File: src/inc/flash_ctl_consts.vh
// Constants for the program flash write and erase controller.
`ifndef FLASH_CTL_CONSTS_VH
`define FLASH_CTL_CONSTS_VH
`define ADDR_POWER_CONTROL      8'h87
`define ADDR_FLASH_OP_CTRL      8'h9a
`define ADDR_FLASH_CLK_FLASH_CLOCK_MHZ_CODE     8'h9b
`define ADDR_FLASH_PROG_TIMING  8'h9c
`define ADDR_FLASH_ERASE_TIMING 8'h9d
`define ADDR_TIMED_ACCESS_KEY   8'hc7
`define KEY_FIRST               8'haa
`define KEY_SECOND              8'h55
`define OP_IDLE                 6'h00
`define OP_WORD_PROGRAM         6'h01
`define OP_SECTOR_ERASE         6'h02
`define OP_CHIP_ERASE           6'h04
`define PWE_BIT                 4
`define FLASH_CLOCK_MHZ_CODE_MSB                4
`define RST_POWER_CONTROL       8'h00
`define RST_FLASH_OP_CTRL       6'h00
`define RST_FLASH_CLK_FLASH_CLOCK_MHZ_CODE      5'h14
`define RST_FLASH_PROG_TIMING   8'h00
`define RST_FLASH_ERASE_TIMING  8'h00
`define SECTOR_ADDR_LSB         7
`define NEUTRAL_BYTE            8'h00
`endif

File: src/program_flash_write_erase_control.v
// Flash write, erase and program sequencer behind the core's special function registers.
`timescale 1ns/1ps
`default_nettype none
`include "flash_ctl_consts.vh"
module program_flash_write_erase_control (
   // Clock and reset
   input  wire        ref_clk_i,
   input  wire        rst_i,
   // Special function register port from the core
   input  wire        sfr_wr_i,
   input  wire        sfr_rd_i,
   input  wire [7:0]  sfr_addr_i,
   input  wire [7:0]  sfr_wdata_i,
   output reg  [7:0]  sfr_rdata_o,
   // External move writes from the core
   input  wire        xmove_wr_i,
   input  wire        xmove_ind_i,
   input  wire [15:0] data_pointer_i,
   input  wire [7:0]  port2_latch_i,
   input  wire [7:0]  index_reg_i,
   input  wire [7:0]  acc_i,
   // Core stall and data-space write path
   output wire        flash_busy_stall_o,
   output reg         data_wr_o,
   output reg  [15:0] data_addr_o,
   output reg  [7:0]  data_wdata_o,
   // Flash macro side
   output reg         flash_preprog_o,
   output reg         flash_erase_o,
   output reg         flash_chip_o,
   output reg         flash_program_o,
   output reg  [15:0] flash_addr_o,
   output wire [15:0] flash_wdata_o,
   output wire [4:0]  flash_clock_mhz_code_o,
   output wire [7:0]  flash_prog_timing_o,
   output wire [7:0]  flash_erase_timing_o,
   input  wire        flash_done_i
);
   // One-hot sequencer states; the macro sees one phase request at a time.
   localparam [3:0] ST_IDLE    = 4'b0001;
   localparam [3:0] ST_PREPROG = 4'b0010;
   localparam [3:0] ST_ERASE   = 4'b0100;
   localparam [3:0] ST_PROGRAM = 4'b1000;

   // Address compare shared by every register write decode; the read-back uses a case.
   function hit;
      input [7:0] a;
      input [7:0] b;
      begin
         hit = (a == b);
      end
   endfunction

   // Register file, key window and sequencer state.
   reg  [7:0]  power_control_reg;
   reg  [5:0]  flash_operation_control_reg;
   reg  [4:0]  flash_clock_frequency_reg;
   reg  [7:0]  flash_program_timing_reg;
   reg  [7:0]  flash_erase_timing_reg;
   reg  [1:0]  key_state_reg;
   reg  [3:0]  state_reg;
   reg  [3:0]  state_next;
   reg         even_held_reg;
   reg  [15:0] even_addr_reg;
   reg         flash_done_meta_reg;
   reg         flash_done_sync_reg;

   // Decodes of the core's accesses.
   wire        program_write_enable = power_control_reg[`PWE_BIT];
   wire        any_access = sfr_wr_i | sfr_rd_i;
   wire        key_write = sfr_wr_i & hit(sfr_addr_i, `ADDR_TIMED_ACCESS_KEY);
   wire        ctrl_write = sfr_wr_i & hit(sfr_addr_i, `ADDR_FLASH_OP_CTRL);
   wire        unlocked = key_state_reg[1];
   wire [15:0] xmove_addr = xmove_ind_i ? {port2_latch_i, index_reg_i}
                                        : data_pointer_i;
   wire        prog_wr = xmove_wr_i & program_write_enable & (state_reg == ST_IDLE);
   // A done strobe counts only while a phase is running.
   wire        op_done = (state_reg != ST_IDLE) & flash_done_sync_reg;
   wire        chip_mode = (flash_operation_control_reg == `OP_CHIP_ERASE);
   wire        word_mode = (flash_operation_control_reg == `OP_WORD_PROGRAM);
   wire        phase_start = (state_reg == ST_IDLE) & (state_next == ST_PREPROG);
   // An odd byte completes a word only against the even byte held just before it.
   wire        odd_pairs = xmove_addr[0] & even_held_reg &
                           (xmove_addr[15:1] == even_addr_reg[15:1]);
   wire        stage_wr = prog_wr & word_mode & (~xmove_addr[0] | odd_pairs);

   // The core stays stalled for the whole busy spell, done latency included.
   assign flash_busy_stall_o     = (state_reg != ST_IDLE);
   assign flash_clock_mhz_code_o = flash_clock_frequency_reg;
   assign flash_prog_timing_o    = flash_program_timing_reg;
   assign flash_erase_timing_o   = flash_erase_timing_reg;

   // The done strobe comes from the flash macro's own timing and is synchronised.
   always @(posedge ref_clk_i) begin
      if (rst_i) begin
         flash_done_meta_reg <= 1'b0;
         flash_done_sync_reg <= 1'b0;
      end else begin
         flash_done_meta_reg <= flash_done_i;
         flash_done_sync_reg <= flash_done_meta_reg;
      end
   end

   // Key sequence: bit 0 means first key seen, bit 1 means window open.
   // Any other register access before the control write closes the window.
   always @(posedge ref_clk_i) begin
      if (rst_i) begin
         key_state_reg <= 2'b00;
      end else if (key_write) begin
         if (sfr_wdata_i == `KEY_FIRST) begin
            key_state_reg <= 2'b01;
         end else if (sfr_wdata_i == `KEY_SECOND && key_state_reg == 2'b01) begin
            key_state_reg <= 2'b10;
         end else begin
            key_state_reg <= 2'b00;
         end
      end else if (any_access) begin
         key_state_reg <= 2'b00;
      end
   end

   // Power control; only the write enable bit matters to this block.
   // The other bits are kept for software but act elsewhere in the device.
   always @(posedge ref_clk_i) begin
      if (rst_i) begin
         power_control_reg <= `RST_POWER_CONTROL;
      end else if (sfr_wr_i && hit(sfr_addr_i, `ADDR_POWER_CONTROL)) begin
         power_control_reg <= sfr_wdata_i;
      end
   end

   // Clock frequency code in whole MHz.
   // Code zero is undefined; software never writes it.
   always @(posedge ref_clk_i) begin
      if (rst_i) begin
         flash_clock_frequency_reg <= `RST_FLASH_CLK_FLASH_CLOCK_MHZ_CODE;
      end else if (sfr_wr_i && hit(sfr_addr_i, `ADDR_FLASH_CLK_FLASH_CLOCK_MHZ_CODE)) begin
         flash_clock_frequency_reg <= sfr_wdata_i[`FLASH_CLOCK_MHZ_CODE_MSB:0];
      end
   end

   // Program pulse timing, passed straight to the macro.
   always @(posedge ref_clk_i) begin
      if (rst_i) begin
         flash_program_timing_reg <= `RST_FLASH_PROG_TIMING;
      end else if (sfr_wr_i && hit(sfr_addr_i, `ADDR_FLASH_PROG_TIMING)) begin
         flash_program_timing_reg <= sfr_wdata_i;
      end
   end

   // Erase pulse timing, passed straight to the macro.
   always @(posedge ref_clk_i) begin
      if (rst_i) begin
         flash_erase_timing_reg <= `RST_FLASH_ERASE_TIMING;
      end else if (sfr_wr_i && hit(sfr_addr_i, `ADDR_FLASH_ERASE_TIMING)) begin
         flash_erase_timing_reg <= sfr_wdata_i;
      end
   end

   // Operation code; completion of an erase wins over a control write in the same cycle.
   always @(posedge ref_clk_i) begin
      if (rst_i) begin
         flash_operation_control_reg <= `RST_FLASH_OP_CTRL;
      end else if (op_done && state_reg == ST_ERASE) begin
         flash_operation_control_reg <= `OP_IDLE;
      end else if (ctrl_write && unlocked) begin
         flash_operation_control_reg <= sfr_wdata_i[5:0];
      end
   end

   // Read back; the control register shows the live operation code.
   // Unmapped addresses and the key register read as zero.
   always @(posedge ref_clk_i) begin
      if (rst_i) begin
         sfr_rdata_o <= 8'h00;
      end else if (sfr_rd_i) begin
         case (sfr_addr_i)
            `ADDR_POWER_CONTROL:      sfr_rdata_o <= power_control_reg;
            `ADDR_FLASH_OP_CTRL:      sfr_rdata_o <= {2'b00, flash_operation_control_reg};
            `ADDR_FLASH_CLK_FLASH_CLOCK_MHZ_CODE:     sfr_rdata_o <= {3'b000, flash_clock_frequency_reg};
            `ADDR_FLASH_PROG_TIMING:  sfr_rdata_o <= flash_program_timing_reg;
            `ADDR_FLASH_ERASE_TIMING: sfr_rdata_o <= flash_erase_timing_reg;
            default:                  sfr_rdata_o <= 8'h00;
         endcase
      end
   end

   // Data-space writes pass through when program writes are disabled.
   always @(posedge ref_clk_i) begin
      if (rst_i) begin
         data_wr_o <= 1'b0;
      end else begin
         data_wr_o <= xmove_wr_i & ~program_write_enable;
      end
   end

   // Address and byte of the last external move, kept for the data-space write.
   always @(posedge ref_clk_i) begin
      if (rst_i) begin
         data_addr_o  <= 16'h0000;
         data_wdata_o <= 8'h00;
      end else if (xmove_wr_i) begin
         data_addr_o  <= xmove_addr;
         data_wdata_o <= acc_i;
      end
   end

   // Staging memory: even byte held, a paired odd byte completes the word.
   flash_stage_mem u_stage (
      .ref_clk_i (ref_clk_i),
      .rst_i     (rst_i),
      .wr_i      (stage_wr),
      .wr_odd_i  (xmove_addr[0]),
      .wr_data_i (acc_i),
      .word_o    (flash_wdata_o)
   );

   // Sequencer state choice.
   // Writes while busy are ignored; the core is stalled then anyway.
   always @* begin
      state_next = state_reg;
      case (state_reg)
         ST_IDLE: begin
            if (prog_wr) begin
               case (flash_operation_control_reg)
                  `OP_CHIP_ERASE:   state_next = ST_PREPROG;
                  `OP_SECTOR_ERASE: state_next = ST_PREPROG;
                  `OP_WORD_PROGRAM: begin
                     // An unpaired odd write is dropped.
                     if (odd_pairs) begin
                        state_next = ST_PROGRAM;
                     end
                  end
                  default:          state_next = ST_IDLE;
               endcase
            end
         end
         // Erase phases: the region is preprogrammed first, then erased.
         ST_PREPROG: if (op_done) state_next = ST_ERASE;
         ST_ERASE:   if (op_done) state_next = ST_IDLE;
         ST_PROGRAM: if (op_done) state_next = ST_IDLE;
         default:    state_next = ST_IDLE;
      endcase
   end

   // Sequencer state and the phase requests to the macro.
   always @(posedge ref_clk_i) begin
      if (rst_i) begin
         state_reg       <= ST_IDLE;
         flash_preprog_o <= 1'b0;
         flash_erase_o   <= 1'b0;
         flash_program_o <= 1'b0;
      end else begin
         state_reg       <= state_next;
         flash_preprog_o <= (state_next == ST_PREPROG);
         flash_erase_o   <= (state_next == ST_ERASE);
         flash_program_o <= (state_next == ST_PROGRAM);
      end
   end

   // Target of the macro operation and the held even byte of a word.
   // The odd write of a pair points the macro at the word's even address.
   always @(posedge ref_clk_i) begin
      if (rst_i) begin
         even_held_reg <= 1'b0;
         even_addr_reg <= 16'h0000;
         flash_addr_o  <= 16'h0000;
         flash_chip_o  <= 1'b0;
      end else begin
         if (phase_start) begin
            flash_addr_o <= xmove_addr;
            flash_chip_o <= chip_mode;
         end
         if (stage_wr) begin
            if (!xmove_addr[0]) begin
               even_held_reg <= 1'b1;
               even_addr_reg <= xmove_addr;
            end else begin
               even_held_reg <= 1'b0;
               flash_addr_o  <= even_addr_reg;
            end
         end
      end
   end
endmodule // program_flash_write_erase_control
`default_nettype wire

File: src/flash_stage_mem.v
// Two-byte staging memory holding the even and odd byte of a program word.
`timescale 1ns/1ps
`default_nettype none
module flash_stage_mem (
   // Clock and reset
   input  wire        ref_clk_i,
   input  wire        rst_i,
   // Write port
   input  wire        wr_i,
   input  wire        wr_odd_i,
   input  wire [7:0]  wr_data_i,
   // Read port
   output reg  [15:0] word_o
);
   reg [7:0] even_reg;
   always @(posedge ref_clk_i) begin
      if (rst_i) begin
         even_reg <= 8'h00;
         word_o   <= 16'h0000;
      end else if (wr_i) begin
         if (wr_odd_i) begin
            word_o <= {wr_data_i, even_reg};
         end else begin
            even_reg <= wr_data_i;
         end
      end
   end
endmodule // flash_stage_mem
`default_nettype wire

File: config.mk
export PLATFORM = sky130hd
export DESIGN_NAME = program_flash_write_erase_control
export DESIGN_NICKNAME = d
export VERILOG_FILES = /design/src/program_flash_write_erase_control.v /design/src/flash_stage_mem.v
export VERILOG_INCLUDE_DIRS = /design/src /design/src/inc
export SDC_FILE = /design/constraint.sdc
export NUM_CORES = 1
export LEC_CHECK = 0
export ABC_AREA = 1
export BUFFER_PORTS_ARGS = -buffer_cell sky130_fd_sc_hd__buf_2
export CELL_PAD_IN_SITES_DETAIL_PLACEMENT = 1
export CELL_PAD_IN_SITES_GLOBAL_PLACEMENT = 1
export CORE_ASPECT_RATIO = 1.5
export CORE_MARGIN = 8
export CORE_UTILIZATION = 39
export CTS_BUF_LIST = sky130_fd_sc_hd__clkbuf_8
export DETAILED_ROUTE_END_ITERATION = 6
export PLACE_DENSITY = 0.81
export SKIP_CTS_REPAIR_TIMING = 1
export SLEW_MARGIN = 25
export SYNTH_ARGS = -nofsm -noshare
export SYNTH_HDL_FRONTEND = slang
export SYNTH_HIERARCHICAL = 1
export SYNTH_SLANG_ARGS = --single-unit
File: constraint.sdc
create_clock -name ref_clk_i -period 2.7 [get_ports ref_clk_i]
set_input_delay 0.54 -clock ref_clk_i [delete_from_list [all_inputs] [get_ports ref_clk_i]]
set_output_delay 0.54 -clock ref_clk_i [all_outputs]
set_load 0.05 [all_outputs]
==> impl_results.md <==
* Die Width at 120 µm
* Final Non-Filler Cells at 1282
* Syn Inst Count at around 900
* Max clock buf depth at 2
* Starting density of the core at about 39%
* Post-synth EDFFs at 0
* Nets at 1126
* Synthesis warning total at 6
* Fillers at around 2200
* Placed Area at 7200 µm²
* Unrepaired setup endpoints after global routing: no
* Clock Tree Root: clkbuf_8
* Setup CP Type: flop to flop
* Slew headroom at between 50% and 60%
* Syn Area/Cell at between 6 and 7 µm²
* Clock transition at path regs at 90 ps
* WP data required at 3080 ps
* Diodes inserted at 0
* Vias in the first global route at between 6000 and 7000
* Chip height at between 150 and 200 µm
* Area contributors post-synth: dfxtp_1 (43%), nand2_1 (14%), inv_1 (6.5%)
* Post-synth top flop: dfxtp_1
* Vias at roughly 6500
* WHS at about 310 ps
* Standard-cell rows at between 50 and 60
* Dpl hpwl at 15.5 mm
* Final hold vios at 0
* Dpl cells at 1250
* Final Util at a little under half
* Final wirelength at 21.0 mm
* First-pass GRT wire length at between 30 and 40 mm
* Synth top cells by count: nand2_1 (228), dfxtp_1 (136), inv_1 (109)
* Final min period at 2060 ps
* Clock sinks at 136
* Power density over the cells at about 550 nW/µm²
* Final Total Pwr at slightly above 4 mW
* Yosys reg bits at 136
* Type of origin of the critical path: flop
* H-Tree Depth at 4
* Area fraction of the dominant cell type after synthesis at between 40% and 50%
* Number of placed I/O pins at 154
* Leakage at ~3.7 nW
* Core area at about 16000 µm²
* Num CTS Buffers at 17
* Status: complete, no violations
* Pin count of the biggest net entering global routing at 57
* Data arrival time of the worst path at 2440 ps
* Die area at ~20000 µm²
* Port Buf Inserts at about 150
* Synth Net Count at 978
* Finished layout cell area at roughly 7600 µm²
* Crit path capture type: flop
* Hold Crit Class: primary input to flop
* Area Growth Syn to Fin at 20.7%
* Setup ws final at around 640 ps
* Asr flop ratio synth at 0%
* Cell taking the most area after synthesis: dfxtp_1
* TNS Setup at 0 ps
* Final Wtd Congestion at between 0.8 and 0.9
* Largest registers: data_addr_o (16), flash_addr_o (16), u_stage/word_o (16)
* Iteration count of the initial detailed-routing pass at 4
* Post-route ant nets at 0
* Least-Margin Pin Slew at 663 ps
* Place WS at between 200 and 250 ps
* Count leader, synth: nand2_1
* Total gr overflow at 0
* Fin crit share at about three quarters
* Sequential fraction of the synthesis area at between 40% and 50%
* Via-to-Cell Ratio at approximately 5.1
* CTS tree: yes
* Max Clock Skew at between 15 and 20 ps
* Final number of max-transition violations at 0
* DRT iter0 DRCs at 273
* Peak VDD IR at 0.000276 V
* Setup Viol. Count Final at 0
* Worst-Skew Late Latency at 450 ps
* All-Layer GR Usage at 20.7%
* Critical path fanouts, max at 26
* Post-DR wirelength/cell at about 16 µm
* Share of layout cells above drive strength 1 at 22.2%
* Synth cell types at 33
* Mapped Area at 6280 µm²
* DRC at 0
* Max cap viols at 0
* Max frequency at around 490 MHz
* Initial antenna violation count at 0
[cell type report]
type	count	area (µm²)	share of cell area, %
well taps	206	258	3.40
multi-input cells	621	2850	37.7
flip-flops and latches	136	2720	35.9
inverters	115	434	5.73
clock buffers	18	248	3.27
clock inverters	14	129	1.70
repair buffers	172	933	12.3
[metal layers]
layer	track usage, %	wire, µm	vias to the layer above
li1	-	-	3218
met1	21.1	8330	3100
met2	40.2	11400	124
met3	4.30	770	34
met4	7.74	457	0
met5	0	0	-
[logic make-up (layout without fill, tap and decap cells)]
kind of cell    count (synthesis)  after routing  share of synthesized area (%)
compound gates                167            167                           14.1
flops                         136            136                           43.4
simple gates                  454            454                           31.3
buf+inv                       158            319                           11.2
[layout by cell type (no fill, tap or decap)]
cell type	count
o21bai_1	1
buf_12	2
o31ai_1	1
o21ai_1	15
clkinvlp_4	3
nand3_1	67
nor3_2	3
and3_1	1
dfxtp_1	136
inv_6	4
nor2_1	108
nor4_1	1
inv_1	108
nor2_4	2
nand2_4	2
nor2_2	2
nand2_1	228
inv_8	4
o21ai_0	57
nor3_1	13
clkinv_4	3
nand3b_1	4
nand2_2	10
clkbuf_8	18
buf_2	153
inv_2	6
a21oi_1	72
o211ai_1	12
nand3_2	8
o22ai_1	5
nand4_1	5
a21oi_2	1
inv_4	1
a211oi_1	3
buf_4	17
[critical path: stages (launching register included)]
cell and delay (ps):
dfxtp_1 350, nor2_1 180, nand3_2 150, nor3_2 200
nand2_1 180, inv_1 130, nand3_2 90, nand2_1 110
buf_12 180, inv_2 60, nor2_4 190, nor2_1 80
nor2_1 100
[report_power, final]
| part | switching [mW] | total [mW] | internal (mW) |
|---|---|---|---|
| registers | 0.0168 | 2.05 | 2.04 |
| clock network | 0.933 | 1.63 | 0.699 |
| logic | 0.345 | 0.471 | 0.126 |
| total | 1.29 | 4.16 | 2.86 |
[worst paths after layout]
check / from / slack, ps / cells after the start / endpoint
worst max-delay path: state_reg[3] / 640 / 12 / u_stage/even_reg[6]
worst min-delay path: flash_done_i / 310 / 3 / flash_done_meta_reg
worst max register to register: state_reg[3] / 640 / 12 / u_stage/even_reg[6]
worst min register to register: flash_done_meta_reg / 420 / 2 / flash_done_sync_reg
No activity file was read; power rests on OpenSTA's default activity.
